`src/ccpu_pkg.sv`:
```
// Constants shared by the capture/compare/PWM unit pair
package ccpu_pkg;
  localparam int CCPU_UNITS = 2;
  localparam int CCPU_AW = 8;
  localparam int CCPU_DW = 8;
  // ---------------------------------------------------------------
  // Register offsets
  // ---------------------------------------------------------------
  localparam logic [7:0] CCPU_FLAGS1_OFS = 8'h0C;
  localparam logic [7:0] CCPU_FLAGS2_OFS = 8'h0D;
  localparam logic [7:0] CCPU_ENABLES1_OFS = 8'h8C;
  localparam logic [7:0] CCPU_ENABLES2_OFS = 8'h8D;
  localparam logic [7:0] CCPU_DATA_LO_OFS [CCPU_UNITS] = '{8'h15, 8'h1B};
  localparam logic [7:0] CCPU_DATA_HI_OFS [CCPU_UNITS] = '{8'h16, 8'h1C};
  localparam logic [7:0] CCPU_CTRL_OFS [CCPU_UNITS] = '{8'h17, 8'h1D};
  localparam logic [7:0] CCPU_FLAG_OFS [CCPU_UNITS] = '{8'h0C, 8'h0D};
  localparam logic [7:0] CCPU_IE_OFS [CCPU_UNITS] = '{8'h8C, 8'h8D};
  // ---------------------------------------------------------------
  // Field positions and reset values
  // ---------------------------------------------------------------
  localparam int CCPU_FLAG_BIT [CCPU_UNITS] = '{2, 0};
  localparam int CCPU_DUTY_LSB = 4;
  localparam logic [7:0] CCPU_CTRL_RST = 8'h00;
  localparam logic [7:0] CCPU_CTRL_MASK = 8'h3F;
  localparam logic [7:0] CCPU_DATA_RST = 8'h00;
  // ---------------------------------------------------------------
  // Mode field encodings
  // ---------------------------------------------------------------
  localparam logic [3:0] CCPU_MODE_OFF = 4'h0;
  localparam logic [3:0] CCPU_MODE_CAP_FALL = 4'h4;
  localparam logic [3:0] CCPU_MODE_CAP_RISE = 4'h5;
  localparam logic [3:0] CCPU_MODE_CAP_RISE4 = 4'h6;
  localparam logic [3:0] CCPU_MODE_CAP_RISE16 = 4'h7;
  localparam logic [3:0] CCPU_MODE_CMP_SET = 4'h8;
  localparam logic [3:0] CCPU_MODE_CMP_CLR = 4'h9;
  localparam logic [3:0] CCPU_MODE_CMP_SOFT = 4'hA;
  localparam logic [3:0] CCPU_MODE_CMP_SPECIAL = 4'hB;
  localparam logic [1:0] CCPU_GRP_CAP = 2'h1;
  localparam logic [1:0] CCPU_GRP_CMP = 2'h2;
  localparam logic [1:0] CCPU_GRP_PWM = 2'h3;
  localparam logic [3:0] CCPU_PRESC_LAST4 = 4'h3;
  localparam logic [3:0] CCPU_PRESC_LAST16 = 4'hF;
  localparam int CCPU_ADC_UNIT = 1;
endpackage : ccpu_pkg

```
`src/ccpu_unit.sv`:
```
// Capture/compare/PWM unit pair with its register file
`timescale 1ns/1ps
module ccpu_unit (
  input wire logic ref_clk,
  input wire logic rst,
  input wire logic [ccpu_pkg::CCPU_AW-1:0] reg_addr,
  input wire logic [ccpu_pkg::CCPU_DW-1:0] reg_wdata,
  input wire logic reg_wr,
  input wire logic reg_rd,
  output logic [ccpu_pkg::CCPU_DW-1:0] reg_rdata,
  input wire logic [15:0] timer1_count,
  input wire logic [7:0] timer2_count,
  input wire logic [1:0] timer2_fine,
  input wire logic timer2_period_done,
  input wire logic adc_enabled,
  input wire logic [ccpu_pkg::CCPU_UNITS-1:0] unit_pin_in,
  output logic [ccpu_pkg::CCPU_UNITS-1:0] unit_pin_out,
  output logic [ccpu_pkg::CCPU_UNITS-1:0] unit_pin_oe,
  output logic timer1_reset,
  output logic adc_start,
  output logic [ccpu_pkg::CCPU_UNITS-1:0] unit_flag,
  output logic [ccpu_pkg::CCPU_UNITS-1:0] unit_irq_enable
);
  import ccpu_pkg::*;

  // ---------------------------------------------------------------
  // Per-unit state
  // ---------------------------------------------------------------
  logic [7:0] ctrl [CCPU_UNITS];
  logic [7:0] data_lo [CCPU_UNITS];
  logic [7:0] data_hi [CCPU_UNITS];
  logic [1:0] duty_latch [CCPU_UNITS];
  logic [3:0] presc_cnt [CCPU_UNITS];
  logic [CCPU_UNITS-1:0] pin_prev;
  logic [CCPU_UNITS-1:0] match_prev;
  logic [CCPU_UNITS-1:0] special;
  logic [CCPU_UNITS-1:0] sel_flag;
  logic [CCPU_UNITS-1:0] sel_ie;
  logic [CCPU_UNITS-1:0] sel_lo;
  logic [CCPU_UNITS-1:0] sel_hi;
  logic [CCPU_UNITS-1:0] sel_ctrl;
  logic [CCPU_DW-1:0] next_rdata;

  genvar i;
  generate
    for (i = 0; i < CCPU_UNITS; i++) begin : g_unit
      wire [3:0] mode = ctrl[i][3:0];
      wire [3:0] new_mode = reg_wdata[3:0];
      wire is_cap = mode[3:2] == CCPU_GRP_CAP;
      wire is_cmp = mode[3:2] == CCPU_GRP_CMP;
      wire is_pwm = mode[3:2] == CCPU_GRP_PWM;
      wire rise = unit_pin_in[i] & ~pin_prev[i];
      wire fall = ~unit_pin_in[i] & pin_prev[i];
      wire wr_flag = reg_wr && sel_flag[i];
      wire wr_ie = reg_wr && sel_ie[i];
      wire wr_lo = reg_wr && sel_lo[i];
      wire wr_hi = reg_wr && sel_hi[i] && !is_pwm;
      wire wr_ctrl = reg_wr && sel_ctrl[i];
      // Capture event selection per prescale setting
      wire cap_evt = is_cap && ((mode == CCPU_MODE_CAP_FALL && fall)
        || (mode == CCPU_MODE_CAP_RISE && rise)
        || (mode == CCPU_MODE_CAP_RISE4 && rise && presc_cnt[i][1:0] == CCPU_PRESC_LAST4[1:0])
        || (mode == CCPU_MODE_CAP_RISE16 && rise && presc_cnt[i] == CCPU_PRESC_LAST16));
      // Switching straight between two capture settings leaves a stale edge count
      wire spurious = wr_ctrl && is_cap && new_mode[3:2] == CCPU_GRP_CAP
        && new_mode != mode;
      // Edge-of-match so a stalled timer 1 fires only once
      wire match = timer1_count == {data_hi[i], data_lo[i]};
      wire cmp_evt = is_cmp && match && !match_prev[i];
      wire [9:0] next_duty = {data_lo[i], ctrl[i][CCPU_DUTY_LSB+1:CCPU_DUTY_LSB]};
      // Longer duty than period never meets the counter, so the pin stays high
      wire duty_hit = {data_hi[i], duty_latch[i]} == {timer2_count, timer2_fine};
      wire set_flag = cap_evt || cmp_evt || spurious;
      wire pin_oe = is_cmp || is_pwm;

      assign special[i] = cmp_evt && mode == CCPU_MODE_CMP_SPECIAL;
      assign unit_pin_oe[i] = pin_oe;

      // -----------------------------------------------------------
      // Control and enable
      // -----------------------------------------------------------
      always_ff @(posedge ref_clk) begin
        if (rst) begin
          ctrl[i] <= CCPU_CTRL_RST;
          unit_irq_enable[i] <= 1'b0;
        end else begin
          if (wr_ctrl) begin
            ctrl[i] <= reg_wdata & CCPU_CTRL_MASK;
          end
          if (wr_ie) begin
            unit_irq_enable[i] <= reg_wdata[CCPU_FLAG_BIT[i]];
          end
        end
      end

      // Hardware set wins over a software clear in the same cycle
      always_ff @(posedge ref_clk) begin
        if (rst) begin
          unit_flag[i] <= 1'b0;
        end else if (set_flag) begin
          unit_flag[i] <= 1'b1;
        end else if (wr_flag) begin
          unit_flag[i] <= reg_wdata[CCPU_FLAG_BIT[i]];
        end
      end

      // -----------------------------------------------------------
      // Edge sampling and capture prescaler
      // -----------------------------------------------------------
      always_ff @(posedge ref_clk) begin
        if (rst) begin
          pin_prev[i] <= 1'b0;
          match_prev[i] <= 1'b0;
          presc_cnt[i] <= 4'h0;
        end else begin
          pin_prev[i] <= unit_pin_in[i];
          match_prev[i] <= match;
          if (!is_cap) begin
            presc_cnt[i] <= 4'h0;
          end else if (rise) begin
            presc_cnt[i] <= presc_cnt[i] + 4'h1;
          end
        end
      end

      // -----------------------------------------------------------
      // Data word: capture, software, PWM reload
      // -----------------------------------------------------------
      always_ff @(posedge ref_clk) begin
        if (rst) begin
          data_lo[i] <= CCPU_DATA_RST;
          data_hi[i] <= CCPU_DATA_RST;
          duty_latch[i] <= 2'h0;
        end else if (cap_evt) begin
          data_lo[i] <= timer1_count[7:0];
          data_hi[i] <= timer1_count[15:8];
        end else begin
          if (wr_lo) begin
            data_lo[i] <= reg_wdata;
          end
          if (wr_hi) begin
            data_hi[i] <= reg_wdata;
          end
          // Postscaler plays no part: reload follows the raw period end
          if (is_pwm && timer2_period_done) begin
            data_hi[i] <= next_duty[9:2];
            duty_latch[i] <= next_duty[1:0];
          end
        end
      end

      // -----------------------------------------------------------
      // Output latch shared by compare and PWM
      // -----------------------------------------------------------
      always_ff @(posedge ref_clk) begin
        if (rst || mode == CCPU_MODE_OFF) begin
          unit_pin_out[i] <= 1'b0;
        end else if (is_cmp && cmp_evt) begin
          if (mode == CCPU_MODE_CMP_SET) begin
            unit_pin_out[i] <= 1'b1;
          end else if (mode == CCPU_MODE_CMP_CLR) begin
            unit_pin_out[i] <= 1'b0;
          end
        end else if (is_pwm && timer2_period_done) begin
          unit_pin_out[i] <= next_duty != 10'h000;
        end else if (is_pwm && duty_hit) begin
          unit_pin_out[i] <= 1'b0;
        end
      end
    end
  endgenerate

  // ---------------------------------------------------------------
  // Triggers toward timer 1 and the converter
  // ---------------------------------------------------------------
  // A dedicated reset line keeps timer 1 from seeing an overflow
  assign timer1_reset = |special;
  assign adc_start = special[CCPU_ADC_UNIT] && adc_enabled;

  // ---------------------------------------------------------------
  // Register decode and read-back
  // ---------------------------------------------------------------
  generate
    for (i = 0; i < CCPU_UNITS; i++) begin : g_dec
      assign sel_flag[i] = reg_addr == CCPU_FLAG_OFS[i];
      assign sel_ie[i] = reg_addr == CCPU_IE_OFS[i];
      assign sel_lo[i] = reg_addr == CCPU_DATA_LO_OFS[i];
      assign sel_hi[i] = reg_addr == CCPU_DATA_HI_OFS[i];
      assign sel_ctrl[i] = reg_addr == CCPU_CTRL_OFS[i];
    end
  endgenerate

  // Other peripherals own the rest of the flag and enable bytes
  always_comb begin
    next_rdata = 8'h00;
    for (int u = 0; u < CCPU_UNITS; u++) begin
      if (sel_flag[u]) next_rdata[CCPU_FLAG_BIT[u]] = unit_flag[u];
      if (sel_ie[u]) next_rdata[CCPU_FLAG_BIT[u]] = unit_irq_enable[u];
      if (sel_lo[u]) next_rdata = data_lo[u];
      if (sel_hi[u]) next_rdata = data_hi[u];
      if (sel_ctrl[u]) next_rdata = ctrl[u];
    end
  end

  always_ff @(posedge ref_clk) begin
    if (rst) begin
      reg_rdata <= 8'h00;
    end else if (reg_rd) begin
      reg_rdata <= next_rdata;
    end else begin
      reg_rdata <= 8'h00;
    end
  end
endmodule : ccpu_unit

```
`config.mk`:
```
export PLATFORM = sky130hd
export DESIGN_NAME = ccpu_unit
export DESIGN_NICKNAME = d
export VERILOG_FILES = /design/src/ccpu_pkg.sv /design/src/ccpu_unit.sv
export SDC_FILE = /design/constraint.sdc
export NUM_CORES = 1
export LEC_CHECK = 0
export ABC_AREA = 1
export BUFFER_PORTS_ARGS = -buffer_cell sky130_fd_sc_hd__buf_2
export CAP_MARGIN = 20
export CORE_MARGIN = 3
export CORE_UTILIZATION = 63
export DETAILED_ROUTE_END_ITERATION = 8
export MAX_ROUTING_LAYER = met4
export PLACE_DENSITY = 0.86
export SLEW_MARGIN = 30
export SYNTH_ARGS = -nofsm -noshare
export SYNTH_HDL_FRONTEND = slang
export SYNTH_SLANG_ARGS = --single-unit
export TNS_END_PERCENT = 1
```
`constraint.sdc`:
```
create_clock -name ref_clk -period 3.65 [get_ports ref_clk]
set_input_delay 0.1825 -clock ref_clk [delete_from_list [all_inputs] [get_ports ref_clk]]
set_output_delay 0.1825 -clock ref_clk [all_outputs]
set_load 0.01 [all_outputs]
```
==> flow_summary.ini <==
[synthesis]
synth-edff-count = 56
synth-adder-area-share_pct = 0.517
synth_compound_area_share_pct = 7.93
synth_largest_area_cell = edfxtp_1
syn_avg_cell_area_um2 = 7.46
ys_ff_latch = 74
synthFlopType = edfxtp_1
yosysSeqAreaShare_pct = 42.2
synth-simple-area-share_pct = 32.9
yosysWarnings = 0
ys_top_cells_by_count = nand2_1 (155), nor2_1 (101), inv_1 (80)
synthMuxAreaShare_pct = 0
synth_cell_types = 39
synthXorXnorAreaFrac_pct = 8.50
post-synth-top-count-cell = nand2_1
syn_area_um2 = 4840
synthTopCellsByArea = edfxtp_1 (35%), nand2_1 (12%), nor2_1 (7.8%)
synth_cells = 649
synth_top_family_by_area = simple AND/OR/NAND/NOR gates
syn-num-nets = 701
yosysTopAreaCellShare_pct = 34.7
asyncSetResetFlopFracSynth_pct = 0

[cts]
clock-sinks = 74
post-cts-setup-buffers = 0
numCtsBuffers = 9
htreeDepth = 3
cts_buffer_depth = 2
clk_pin_slew_ps = 80
cts_tree = done
cts-root-buf = clkbuf_8
hold_buffers = 0
clk_latency_ps = 360
cts-resized-gates = 0

[drt]
viasPerCell = 6.16
drtAntennaViolNets = 0
wl_per_cell_um = 19.5
drc = 0
vias = 5033
drtIter0Drc = 717
finalWirelength_um = 15900
dr.pass1.iters = 5

[floorplan]
fp.dieH_um = 93.7
core.rowCount = 31
die_x_um = 93.7
die_area_um2 = 8770
start_util_pct = 65.7
ioPinCount = 68
coreArea_um2 = 7370

[worst_setup_path]
end_kind = register
crit_path_top_delay_cell = nor2_2
crit_chain = inv_2 > nand2_1 > nor2_1 > nand3b_1 > nand2_1 > nand3_1 > nor2_2 > nand2_1 > o211ai_1
crit_buf_inv = 1
critPathRequiredTime_ps = 3850
path_class = reg2reg
crit_arrival_ps = 2690
cp_top_family = simple AND/OR/NAND/NOR gates
slowest_delay_ps = 670
path_max_fanout = 16
start_kind = register
cpMostUsedCell = nand2_1

[layout]
fillers = 574
drive_above_1_share_pct = 14.8
layout.nets = 765
area_growth_pct = 12.7
layoutNonFillerInstCount = 817
diodes = 0

[timing]
drv_slew = 0
relSlewSlack_pct = 42.7
finClkSkew_ps = 7.30
setup_viol = 0
worst_pin_slew_ps = 851
finalCritPeriodShare_pct = 68.3
final.min_clock_period_ps = 2490
rsz0062_at_grt = no
hold_viol_final = 0
finalSetupTns_ps = 0
max_freq_mhz = 401

[pwr]
ir_drop_uv = 274
clkPwrFrac_pct = 37.5
power_leakage_nw = 2.49
p_sw_w = 0.000552
swShare_pct = 28.2
seqPwrFrac_pct = 50.2
power.density_nw_per_um2 = 359
power.combinational.fraction_pct = 12.3
internal_power_w = 0.00141

[grt]
antenna_found_initial = 0
grt_first_pass_wirelength_um = 24800
first_global_vias = 4690
grt_max_degree = 21
grt_usage_pct = 38.8
grt_overflow = 0

[worst_hold_path]
holdCritPathClass = in2reg

[placed_design]
dpl.hpwl_um = 12300
port_buffers = 67
place_congestion = 1.04
dp_cells = 801

[job]
cap_viol_max_count = 0

[status]
status = finished, final reports clean
-- power by group through the flow --
stage	clock network [W]	registers, W	logic (W)
final	0.000735	0.000983	0.000242
after global routing	0.000773	0.000985	0.000263
after CTS	0.000730	0.000980	0.000234
after detailed placement	0	0.000999	0.000232
after global placement	0	0.000997	0.000225
after floorplan	0	0.000979	0.000142
-- cell usage in the layout (no fill, tap or decap), types with 18 or more instances in the layout --
cell        n
nor2_1    101
buf_2      67
xor2_1     32
inv_1      80
dfxtp_1    18
nand4_1    29
o21ai_0    37
nand3_1    42
nand2_1   155
edfxtp_1   56
-- flip-flops by register name, indices dropped and copies added (netlist names) --
signal	flops
ctrl	12
data_hi	16
data_lo	16
duty_latch	4
match_prev	2
pin_prev	2
presc_cnt	8
reg_rdata	8
unit_flag	2
unit_irq_enable	2
unit_pin_out	2
-- cells by family after synthesis --
logic type	after synthesis
simple gates	358
compound gates	70
buf+inv	98
fa+ha+maj	2
flops	74
xor+xnor	47
-- worst paths after layout --
check | from | to | slack, ps | cells after the start
worst max register to register | ctrl[0][3] | data_hi[0][5] | 1160 | 9
worst min-delay path | unit_pin_in[1] | pin_prev[1] | 60 | 3
worst min register to register | unit_irq_enable[1] | unit_irq_enable[1] | 500 | 2
worst max-delay path | ctrl[0][3] | data_hi[0][5] | 1160 | 9
-- worst reg2reg max path: cells and delay by family, from the launching register on --
family	cells	cell delay, ps
AOI/OAI and AO/OA	1	130
buffers and inverters	1	130
DFF	1	520
and+or+nand+nor	7	1560
-- stage by stage --
| stage | cell area (µm²) | hold slack, ps | utilization [%] | worst slack, ps | total power [W] |
|---|---|---|---|---|---|
| 2_1_floorplan | 4840 | 308 | - | 1770 | 0.00112 |
| 3_3_place_gp | 5230 | 419 | 71.0 | 1360 | 0.00122 |
| 3_5_place_dp | 5230 | 430 | 71.0 | 1260 | 0.00123 |
| 4_1_cts | 5460 | 60.0 | 74.1 | 1240 | 0.00194 |
| 5_1_grt | 5460 | 94.8 | 74.1 | 983 | 0.00202 |
| 6_report | 5460 | 59.7 | 74.1 | 1160 | 0.00196 |
-- cell type report --
type | instances | area [µm²] | area share [%]
timing repair buffer | 68 | 343 | 6.28
multi-input combinational | 477 | 2410 | 44.2
sequential | 74 | 2040 | 37.4
tap | 99 | 124 | 2.27
clock inverter | 7 | 101 | 1.86
inverter | 83 | 312 | 5.71
clock buffer | 9 | 124 | 2.27
-- routing by layer --
layer	up-vias	global-route usage (%)	wire length, µm
met5	-	-	0
met1	2255	51.8	6010
met2	434	58.6	7030
met3	92	7.29	2100
met4	0	16.0	805
li1	2252	-	-
Power figures use the tool's default switching activity.
